<file path="src/uhf_map.svh">
// Register offsets, field positions, reset values and timing figures of the host frame timer.
// Assumes inclusion by bare name from the design file, the checker and the bench.
`ifndef UHF_MAP_SVH
`define UHF_MAP_SVH

// ----------------------------------------------------------------------------
// Register offsets, engine 1 and engine 2
// ----------------------------------------------------------------------------
`define UHF_H1_IRQ_EN_OFS 16'hc08c
`define UHF_H1_STATUS_OFS 16'hc090
`define UHF_H1_RELOAD_OFS 16'hc092
`define UHF_H1_COUNTER_OFS 16'hc094
`define UHF_H1_FRAME_OFS 16'hc096
`define UHF_H2_IRQ_EN_OFS 16'hc0ac
`define UHF_H2_STATUS_OFS 16'hc0b0
`define UHF_H2_RELOAD_OFS 16'hc0b2
`define UHF_H2_COUNTER_OFS 16'hc0b4
`define UHF_H2_FRAME_OFS 16'hc0b6

// ----------------------------------------------------------------------------
// Status and enable bit positions
// ----------------------------------------------------------------------------
`define UHF_BIT_VBUS 15
`define UHF_BIT_ID 14
`define UHF_BIT_SOF 9
`define UHF_BIT_WAKE_B 7
`define UHF_BIT_WAKE_A 6
`define UHF_BIT_CONN_B 5
`define UHF_BIT_CONN_A 4
`define UHF_BIT_SE0_B 3
`define UHF_BIT_SE0_A 2
`define UHF_BIT_DONE 0

// Sticky flags and enables; engine 2 lacks the OTG bits
`define UHF_FLAG_MASK_E1 16'hc2f1
`define UHF_FLAG_MASK_E2 16'h02f1

// ----------------------------------------------------------------------------
// Reset values and timing
// ----------------------------------------------------------------------------
`define UHF_RELOAD_RST 14'h2ee0
`define UHF_FRAME_RST 11'h000
`define UHF_CLK_HZ 100000000
`define UHF_TICK_HZ 12000000
`define UHF_RATE_UNIT 1000000

`endif

</file>
<file path="src/uhf_pkg.sv">
// Types shared by the host frame timer and whoever drives its ports.
// Assumes the map header sits in the same folder.
package uhf_pkg;

    // ------------------------------------------------------------------------
    // Processor register access
    // ------------------------------------------------------------------------
    typedef struct packed {
        logic [15:0] addr;
        logic wr_en;
        logic rd_en;
        logic [15:0] wdata;
    } uhf_bus_req_t;

    // ------------------------------------------------------------------------
    // Line conditions of one engine's two ports
    // ------------------------------------------------------------------------
    typedef struct packed {
        logic se0_b;
        logic se0_a;
        logic wake_b;
        logic wake_a;
    } uhf_lines_t;

endpackage
</file>
<file path="src/uhf_host_timer.sv">
// Host status flags, frame interval down counter and next frame number, two engines.
// Assumes line inputs come from pins (synchronised here), SIE strobes from mclk_i logic.
`timescale 1ns/1ps
`include "uhf_map.svh"

module uhf_host_timer #(
    parameter int unsigned RELOAD_W = 14,
    parameter int unsigned FRAME_W = 11
) (
    // Clock and reset
    input wire logic mclk_i,
    input wire logic arst_n_i,
    // Processor register port
    input wire uhf_pkg::uhf_bus_req_t cpu_req_i,
    output logic [15:0] cpu_rdata_o,
    output logic cpu_rvalid_o,
    // Port line conditions, one set per engine; the OTG levels are single and serve engine 1 only
    input wire uhf_pkg::uhf_lines_t [1:0] lines_i,
    input wire logic otg_vbus_valid_i,
    input wire logic otg_id_i,
    // SIE strobes, one bit per engine
    input wire logic [1:0] xfer_done_i,
    input wire logic [1:0] host_active_i,
    input wire logic [1:0] sof_sent_i,
    // Frame and interrupt outputs, one bit per engine
    output logic [1:0] sof_req_o,
    output logic [1:0] irq_o
);
    import uhf_pkg::*;

    // ------------------------------------------------------------------------
    // Rate constants
    // ------------------------------------------------------------------------
    localparam logic [7:0] TICK_NUM = 8'(`UHF_TICK_HZ / `UHF_RATE_UNIT);
    localparam logic [7:0] TICK_DEN = 8'(`UHF_CLK_HZ / `UHF_RATE_UNIT);
    localparam int unsigned NSYNC = 10;
    // Synchronisers start at the idle pin levels: empty ports sit in SE0, so no
    // false connect change follows reset
    localparam logic [NSYNC-1:0] SYNC_RST = 10'h330;

    // ------------------------------------------------------------------------
    // 12 MHz tick from the 100 MHz clock
    // ------------------------------------------------------------------------
    // Fractional accumulator: ticks are not evenly spaced, but average exactly 12 MHz
    logic [7:0] acc_q;
    logic [7:0] acc_sum;
    logic tick;

    assign acc_sum = acc_q + TICK_NUM;
    assign tick = (acc_sum >= TICK_DEN);

    always_ff @(posedge mclk_i or negedge arst_n_i) begin
        if (!arst_n_i) begin
            acc_q <= 8'h00;
        end else if (tick) begin
            acc_q <= acc_sum - TICK_DEN;
        end else begin
            acc_q <= acc_sum;
        end
    end

    // ------------------------------------------------------------------------
    // Pin synchronisers and edge memory
    // ------------------------------------------------------------------------
    // Order: e2 se0_b, se0_a, wake_b, wake_a, e1 same, id, vbus
    logic [NSYNC-1:0] pin_raw;
    logic [NSYNC-1:0] sync1_q;
    logic [NSYNC-1:0] sync2_q;
    logic [NSYNC-1:0] prev_q;
    logic [NSYNC-1:0] pin_rise;
    logic [NSYNC-1:0] pin_fall;

    assign pin_raw = {lines_i[1], lines_i[0], otg_id_i, otg_vbus_valid_i};
    assign pin_rise = sync2_q & ~prev_q;
    assign pin_fall = ~sync2_q & prev_q;

    always_ff @(posedge mclk_i or negedge arst_n_i) begin
        if (!arst_n_i) begin
            sync1_q <= SYNC_RST;
            sync2_q <= SYNC_RST;
            prev_q <= SYNC_RST;
        end else begin
            sync1_q <= pin_raw;
            sync2_q <= sync1_q;
            prev_q <= sync2_q;
        end
    end

    // ------------------------------------------------------------------------
    // Per-engine read results, joined below
    // ------------------------------------------------------------------------
    logic [1:0][15:0] rd_word;
    logic [1:0] rd_hit;

    // ------------------------------------------------------------------------
    // Host engines
    // ------------------------------------------------------------------------
    for (genvar e = 0; e < 2; e++) begin : g_eng
        localparam logic [15:0] OFS_EN = (e == 0) ? `UHF_H1_IRQ_EN_OFS : `UHF_H2_IRQ_EN_OFS;
        localparam logic [15:0] OFS_ST = (e == 0) ? `UHF_H1_STATUS_OFS : `UHF_H2_STATUS_OFS;
        localparam logic [15:0] OFS_RL = (e == 0) ? `UHF_H1_RELOAD_OFS : `UHF_H2_RELOAD_OFS;
        localparam logic [15:0] OFS_CN = (e == 0) ? `UHF_H1_COUNTER_OFS : `UHF_H2_COUNTER_OFS;
        localparam logic [15:0] OFS_FR = (e == 0) ? `UHF_H1_FRAME_OFS : `UHF_H2_FRAME_OFS;
        localparam logic [15:0] FMASK = (e == 0) ? `UHF_FLAG_MASK_E1 : `UHF_FLAG_MASK_E2;
        localparam int unsigned SB = 2 + 4 * e;

        logic [15:0] flag_q;
        logic [15:0] irq_en_q;
        logic [RELOAD_W-1:0] reload_q;
        logic [RELOAD_W-1:0] count_q;
        logic [FRAME_W-1:0] frame_q;
        logic sof_req_q;
        logic [15:0] ev;
        logic [15:0] status_word;
        logic expire;
        logic wr_en_reg;
        logic wr_st_reg;
        logic wr_rl_reg;
        logic se0_b;
        logic se0_a;

        assign wr_en_reg = cpu_req_i.wr_en && (cpu_req_i.addr == OFS_EN);
        assign wr_st_reg = cpu_req_i.wr_en && (cpu_req_i.addr == OFS_ST);
        assign wr_rl_reg = cpu_req_i.wr_en && (cpu_req_i.addr == OFS_RL);
        assign expire = tick && (count_q == '0);
        assign se0_b = sync2_q[SB+3];
        assign se0_a = sync2_q[SB+2];

        // Event strobes, all on mclk_i edges
        always_comb begin
            ev = 16'h0000;
            if (e == 0) begin
                ev[`UHF_BIT_VBUS] = pin_rise[0] | pin_fall[0];
                ev[`UHF_BIT_ID] = pin_rise[1] | pin_fall[1];
            end
            ev[`UHF_BIT_SOF] = expire;
            ev[`UHF_BIT_WAKE_B] = pin_rise[SB+1];
            ev[`UHF_BIT_WAKE_A] = pin_rise[SB];
            ev[`UHF_BIT_CONN_B] = pin_rise[SB+3] | pin_fall[SB+3];
            ev[`UHF_BIT_CONN_A] = pin_rise[SB+2] | pin_fall[SB+2];
            ev[`UHF_BIT_DONE] = xfer_done_i[e];
        end

        // Sticky flags; a new event beats a clear in the same cycle
        always_ff @(posedge mclk_i or negedge arst_n_i) begin
            if (!arst_n_i) begin
                flag_q <= 16'h0000;
            end else if (wr_st_reg) begin
                flag_q <= ((flag_q & ~cpu_req_i.wdata) | ev) & FMASK;
            end else begin
                flag_q <= (flag_q | ev) & FMASK;
            end
        end

        // Interrupt enables; reserved positions never store
        always_ff @(posedge mclk_i or negedge arst_n_i) begin
            if (!arst_n_i) begin
                irq_en_q <= 16'h0000;
            end else if (wr_en_reg) begin
                irq_en_q <= cpu_req_i.wdata & FMASK;
            end
        end

        assign irq_o[e] = |(flag_q & irq_en_q);

        // Reload value; upper bits dropped, software keeps them zero
        always_ff @(posedge mclk_i or negedge arst_n_i) begin
            if (!arst_n_i) begin
                reload_q <= `UHF_RELOAD_RST;
            end else if (wr_rl_reg) begin
                reload_q <= cpu_req_i.wdata[RELOAD_W-1:0];
            end
        end

        // Down counter; a new reload value only takes effect at the next expiry
        always_ff @(posedge mclk_i or negedge arst_n_i) begin
            if (!arst_n_i) begin
                count_q <= `UHF_RELOAD_RST;
            end else if (expire) begin
                count_q <= reload_q;
            end else if (tick) begin
                count_q <= count_q - 1'b1;
            end
        end

        // Start of frame request, one cycle per reload while the host runs
        always_ff @(posedge mclk_i or negedge arst_n_i) begin
            if (!arst_n_i) begin
                sof_req_q <= 1'b0;
            end else begin
                sof_req_q <= expire && host_active_i[e];
            end
        end

        assign sof_req_o[e] = sof_req_q;

        // Next frame number; a reload write wins over a coincident advance
        always_ff @(posedge mclk_i or negedge arst_n_i) begin
            if (!arst_n_i) begin
                frame_q <= `UHF_FRAME_RST;
            end else if (wr_rl_reg) begin
                frame_q <= `UHF_FRAME_RST;
            end else if (sof_sent_i[e]) begin
                frame_q <= frame_q + 1'b1;
            end
        end

        // Status word with live SE0 levels; writes to those bits are ignored
        always_comb begin
            status_word = flag_q;
            status_word[`UHF_BIT_SE0_B] = se0_b;
            status_word[`UHF_BIT_SE0_A] = se0_a;
        end

        // Read decode for this engine
        always_comb begin
            rd_hit[e] = 1'b1;
            case (cpu_req_i.addr)
                OFS_EN: rd_word[e] = irq_en_q;
                OFS_ST: rd_word[e] = status_word;
                OFS_RL: rd_word[e] = 16'(reload_q);
                OFS_CN: rd_word[e] = 16'(count_q);
                OFS_FR: rd_word[e] = 16'(frame_q);
                default: begin
                    rd_hit[e] = 1'b0;
                    rd_word[e] = 16'h0000;
                end
            endcase
        end
    end

    // ------------------------------------------------------------------------
    // Read data register
    // ------------------------------------------------------------------------
    // Unmapped reads return zero; the valid strobe still answers every read
    always_ff @(posedge mclk_i or negedge arst_n_i) begin
        if (!arst_n_i) begin
            cpu_rdata_o <= 16'h0000;
            cpu_rvalid_o <= 1'b0;
        end else begin
            cpu_rvalid_o <= cpu_req_i.rd_en;
            if (cpu_req_i.rd_en) begin
                cpu_rdata_o <= rd_hit[0] ? rd_word[0] : rd_word[1];
            end
        end
    end

endmodule

</file>
<file path="config.mk">
export PLATFORM = sky130hd
export DESIGN_NAME = uhf_host_timer
export DESIGN_NICKNAME = d
export VERILOG_FILES = /design/src/uhf_pkg.sv /design/src/uhf_host_timer.sv
export VERILOG_INCLUDE_DIRS = /design/src
export SDC_FILE = /design/constraint.sdc
export NUM_CORES = 1
export LEC_CHECK = 0
export BUFFER_PORTS_ARGS = -buffer_cell sky130_fd_sc_hd__buf_4
export CORE_UTILIZATION = 54
export CTS_CLUSTER_DIAMETER = 40
export DETAILED_ROUTE_END_ITERATION = 10
export PLACE_DENSITY = 0.77
export SYNTH_ARGS = -nofsm -noshare
export SYNTH_HDL_FRONTEND = slang
export SYNTH_SLANG_ARGS = --single-unit
</file>
<file path="constraint.sdc">
create_clock -name mclk_i -period 2.3 [get_ports mclk_i]
set_input_delay 0.575 -clock mclk_i [delete_from_list [all_inputs] [get_ports mclk_i]]
set_output_delay 0.575 -clock mclk_i [all_outputs]
set_load 0.005 [all_outputs]
</file>
======== Yosys cells after proc, flatten, opt, wreduce, memory -nomap -nowiden ========
Index checks and enable logic that the tools add are counted.
W data, S select, Z words.
cells by class
  reductions and logical operators ........ 19
  bitwise gates (word level) .............. 19
  add/subtract/negate cells ............... 6
  muxes and demuxes ....................... 15
  equal/unequal tests ..................... 10
  $lt $le $gt $ge ......................... 1
operators by type and width
  kind                     number
  $eq A16 B16 Y1 const B   10
  $pmux W16 S5             1
  $pmux W14 S5             1
  $mux W14                 4
  $mux W11                 4
  $and A10 B10 Y10         4
  $and A16 B16 Y16         2
  $mux W16                 2
  $or A16 B16 Y16          2
  $reduce_or A16 Y1        2
  $logic_not A14 Y1        2
  $sub A14 B1 Y14 const B  2
  $add A11 B1 Y11 const B  2
  $not A10 Y10             2
  $or A10 B10 Y10          2
  $not A16 Y16             1
  $logic_and A1 B1 Y1      10
  $mux W10                 1
  $add A8 B4 Y8 const B    1
  $ge A8 B7 Y1 const B     1
  $mux W8                  1
  $reduce_bool A2 Y1       4
  $sub A8 B7 Y8 const B    1
  $or A1 B1 Y1             6
  2 further kinds          2
storage, ports and cells
  register bits after elaboration ......... 175
  word-level logic and storage cells ...... 88
  input port bits ......................... 52

======== Depth between registers and ports, before layout ========
  depth after elaboration ................. 5
  mapped depth ............................ 9
  gate-level depth less buffers ........... 7

======== Worst setup path before layout ========
OpenSTA, ideal clock, no wires.
  path type ............................... input to register
  start point ............................. in cpu_req_i[27] (netlist bit)
  end point ............................... reg g_eng[1].reload_q[12]
  data arrival time ....................... 2.321 ns
  stages .................................. 7
  path slack .............................. -0.149 ns
  cell sequence ........................... or4_4 buf_6 nor4_4 and2_1 buf_4 buf_6 mux2_1
between the ends
  word-level cells in the longest chain between the ends .. 2
RTL lines
  item                    line                   text
  start: declaration      uhf_host_timer.sv:14   input wire uhf_pkg::uhf_bus_req_t cpu_req_i,
  $eq A16 B16 Y1          uhf_host_timer.sv:124  assign wr_rl_reg = cpu_req_i.wr_en && (cpu_req_i.addr == OFS_RL);
  $logic_and A1 B1 Y1     uhf_host_timer.sv:124
  end signal: assignment  uhf_host_timer.sv:169  reload_q <= `UHF_RELOAD_RST;
  end signal: assignment  uhf_host_timer.sv:171  reload_q <= cpu_req_i.wdata[RELOAD_W-1:0];
  end: declaration        uhf_host_timer.sv:109  logic [RELOAD_W-1:0] reload_q;
No other way between the ends.
A chain may end at the register's enable or synchronous reset.

======== Worst setup path in the final report ========
  start point ............................. reg acc_q[3]
  end point ............................... reg g_eng[0].count_q[4]
between the ends
  word-level cells in the longest chain between the ends .. 4
  elaborated cells between the ends (all ways) .. 5
  classes of those cells .................. 1 x add/sub; 1 x order compare; 1 x mux; 2 x reduce/logical
RTL lines
  item                                            line                   text
  start: declaration                              uhf_host_timer.sv:45   logic [7:0] acc_q;
  start signal: assignment                        uhf_host_timer.sv:56   acc_q <= acc_sum - TICK_DEN;
  start signal: assignment                        uhf_host_timer.sv:58   acc_q <= acc_sum;
  $add A8 B4 Y8 *                                 uhf_host_timer.sv:49   assign acc_sum = acc_q + TICK_NUM;
  $ge A8 B7 Y1 *                                  uhf_host_timer.sv:50   assign tick = (acc_sum >= TICK_DEN);
  $logic_and A1 B1 Y1                             uhf_host_timer.sv:125  assign expire = tick && (count_q == '0);
  $mux W14 or $reduce_bool A2 Y1 (tied branches)  --
  end signal: assignment                          uhf_host_timer.sv:178  count_q <= `UHF_RELOAD_RST;
  end signal: assignment                          uhf_host_timer.sv:180  count_q <= reload_q;
  end signal: assignment                          uhf_host_timer.sv:182  count_q <= count_q - 1'b1;
  end: declaration                                uhf_host_timer.sv:110  logic [RELOAD_W-1:0] count_q;
Mark *: on every way between the ends. The rest lies on a longest branch, timed or not.

==> reports/qor.txt <==
vias in the first global route - 6616
layout cells sized above 1 - 0.349
ys async rst share - 1.00
GRT Util Overall - 0.323
ANT cells - 0
setup violators final - 1
IO Pins - 73
max incr delay on CP - 0.44 ns
Antenna Nets Post-Route - 0
fin crit period - 2.32 ns
initial antenna violation count - 0
CTS tree - yes
WL met1 - 9.40 mm
fmax - 432 MHz
latest clock arrival within the worst-skew pair - 0.45 ns
starting DRC count in detailed routing - 851
leading area contributor after synthesis - dfrtp_1
Clock power frac - 0.396
Post-synth EDFFs - 0
Initial Util - 0.555
Slew Limit Headroom - 0.635
leakage - 4.41 nW
RSZ-0062 raised after global routing - true
Buf/Inv on CP - 1
hold_buf cts - 0
final global-route overflow total - 0
commonest cells in the netlist - dfrtp_1 (121), nand2_1 (51), nor2_1 (51)
post-synth cell types - 69
Vias/cell - 6.39
Slew Viols, Final - 0
DP HPWL - 16.3 mm
iteration count of the initial detailed-routing pass - 9
final hold slack - 0.0891 ns
CTS buffer count - 17
Final Util - 0.713
TritonCTS Sinks - 161
routed len/inst - 22.4 um
Die H - 122 um
Max Cap Violations - 0
Placed Instances - 986
die width - 122 um
clock tree buffer depth - 2
Slowest cell on crit path - or4_4
top area cells in the synthesized netlist - dfrtp_1 (39%), dfstp_2 (14%), mux2_1 (5.8%), xor2_1 (2.9%), nand2_1 (2.5%)
final hold viol count - 0
final worst setup slack - -0.0171 ns
Worst Path Max Fanout - 5
detailed-route via count - 6572
setup TNS - -0.0171 ns
WP data arrival - 2.65 ns
Syn Std Cell Area - 7740 um^2
Yosys reg bits - 161
sequential fraction of the synthesis area - 0.527
CTS H-tree depth - 4
nets@finish - 897
total routed wirelength - 23.0 mm
violated checks - negative setup slack
Worst Hold Class - input port to asynchronous set/reset pin
syn avg cell area - 11.4 um^2
cell count after synthesis - 680
dominant synthesized flop cell - dfrtp_1
VDD IR max - 596 uV
Final period util - 1.01
core area - 13900 um^2
P_int - 5.34 mW
critical path's top delay family - simple AND/OR/NAND/NOR gates
Synth-to-Final Area Change - 28.4%
largest net degree at the start of global routing - 52
net load switching power - 2.28 mW
yosys warns - 0
first-pass GRT wire length - 35.5 mm
critical path launch point type - flop
most frequent cell after synthesis - dfrtp_1
Comb pwr share - 0.122
# rows - 43
status - complete, but fails checks
Top Layer Used - met4
Clock Skews - 0.00994 ns
post-synth top area share - 0.391
CP cell instances - inv_2 > ha_4 > nand3b_1 > xor2_2 > o311a_4 > or4_4 > mux2_4
met2 wire length - 11.2 mm
Worst-Margin Slew - 0.543 ns
DR DRC count - 0
Finished Layout Cells - 1029
Critical Path Sink Type - flop
Root Buffer - clkbuf_16
Port Buffer Count - 72
critical path class - flop to flop
PwrDens - 766 nW/um^2
Post-Syn Nets - 741
GP Congestion - 0.953
Worst EP required - 2.63 ns
die area - 14800 um^2
Worst-path clk slew - 0.07 ns
sequential power share - 0.482
Sw Ratio - 0.299
Met3 Wirelength - 1.63 mm
## flip-flops by register name (all words and copies together), names as in the netlist
register and cells:
cpu_rvalid_o 1, acc_q 6, sync2_q 10, g_eng.frame_q 22, g_eng.sof_req_q 2, sync1_q 10, prev_q 10, g_eng.count_q 28
g_eng.flag_q 14, g_eng.irq_en_q 14, g_eng.reload_q 28, cpu_rdata_o 16
## power by group through the flow
stage | combinational [mW] | clock [mW] | sequential, mW
6_report | 0.925 | 3.02 | 3.67
5_1_grt | 1.02 | 3.18 | 3.69
4_1_cts | 0.908 | 3.04 | 3.63
3_5_place_dp | 0.890 | 0 | 3.67
3_3_place_gp | 0.834 | 0 | 3.66
2_1_floorplan | 0.557 | 0 | 3.47
## timing repair
action,in CTS,in global routing
buffers inserted,0,10
endpoints found under the setup margin,10,21
pin swaps,3,5
cloned,1,0
resized for setup,11,16
## placed cells by master (no fill, tap or decap), drive strengths merged, types with 4 or more instances in the layout
cell / instances
a21o: 8
a21oi: 24
a221oi: 4
a222oi: 19
a22o: 6
a22oi: 19
a31oi: 9
and2: 7
and3: 11
and4: 6
buf: 165
clkbuf: 17
clkinv: 4
dfrtp: 121
dfstp: 40
ha: 9
inv: 31
mux2: 47
mux2i: 14
nand2: 52
nand3: 7
nand4: 12
nor2: 51
nor3: 12
nor4: 29
o21ai: 29
o22ai: 4
or3: 5
or4: 5
xnor2: 6
xor2: 26
## layer usage
layer  vias to the layer above  GRT usage
met5                         -          0
met4                         0      0.144
met1                      3292      0.421
met2                       340      0.519
li1                       2860          -
met3                        80     0.0726
## metrics by stage
step           setup slack (ns)  instance area (um^2)  power [mW]
3_3_place_gp             -0.223                  9080        4.50
2_1_floorplan            -0.132                  7800        4.03
3_5_place_dp             -0.277                  9080        4.56
4_1_cts                -0.00595                  9780        7.58
5_1_grt                 -0.0729                  9940        7.89
6_report                -0.0171                  9940        7.61
## cell type report
cell class | instances | area (um^2)
clock buffers | 17 | 425
clock inverters | 15 | 196
fillers | 950 | 4000
inverters | 25 | 93.8
multi-input cells | 466 | 3590
flip-flops and latches | 161 | 4080
well taps | 180 | 225
repair buffers | 165 | 1330
## path summary, 6_finish.rpt
kind	from	end	slack, ns	depth (start not counted)
setup / recovery	acc_q[3]$_DFF_PN0_	g_eng[0].count_q[4]$_DFFE_PN0P_	-0.02	7
hold / removal	arst_n_i	g_eng[0].count_q[12]$_DFFE_PN0P_	0.09	1
setup reg to reg	acc_q[3]$_DFF_PN0_	g_eng[0].count_q[4]$_DFFE_PN0P_	-0.02	7
hold reg to reg	sync1_q[6]$_DFF_PN0_	sync2_q[6]$_DFF_PN0_	0.35	0
max in group asynchronous	arst_n_i	prev_q[4]$_DFF_PN1_	1.49	2
min in group mclk_i	lines_i[6]	sync1_q[8]$_DFF_PN1_	0.23	1
## logic make-up after synthesis
family,synth area share
xor gates and xnor gates,0.0362
AOI/OAI and AO/OA,0.132
buffers and inverters,0.0336
DFF,0.527
and+or+nand+nor,0.171
muxes,0.0865
adders and majority gates,0.0145
(Power assumes the default switching activity.)
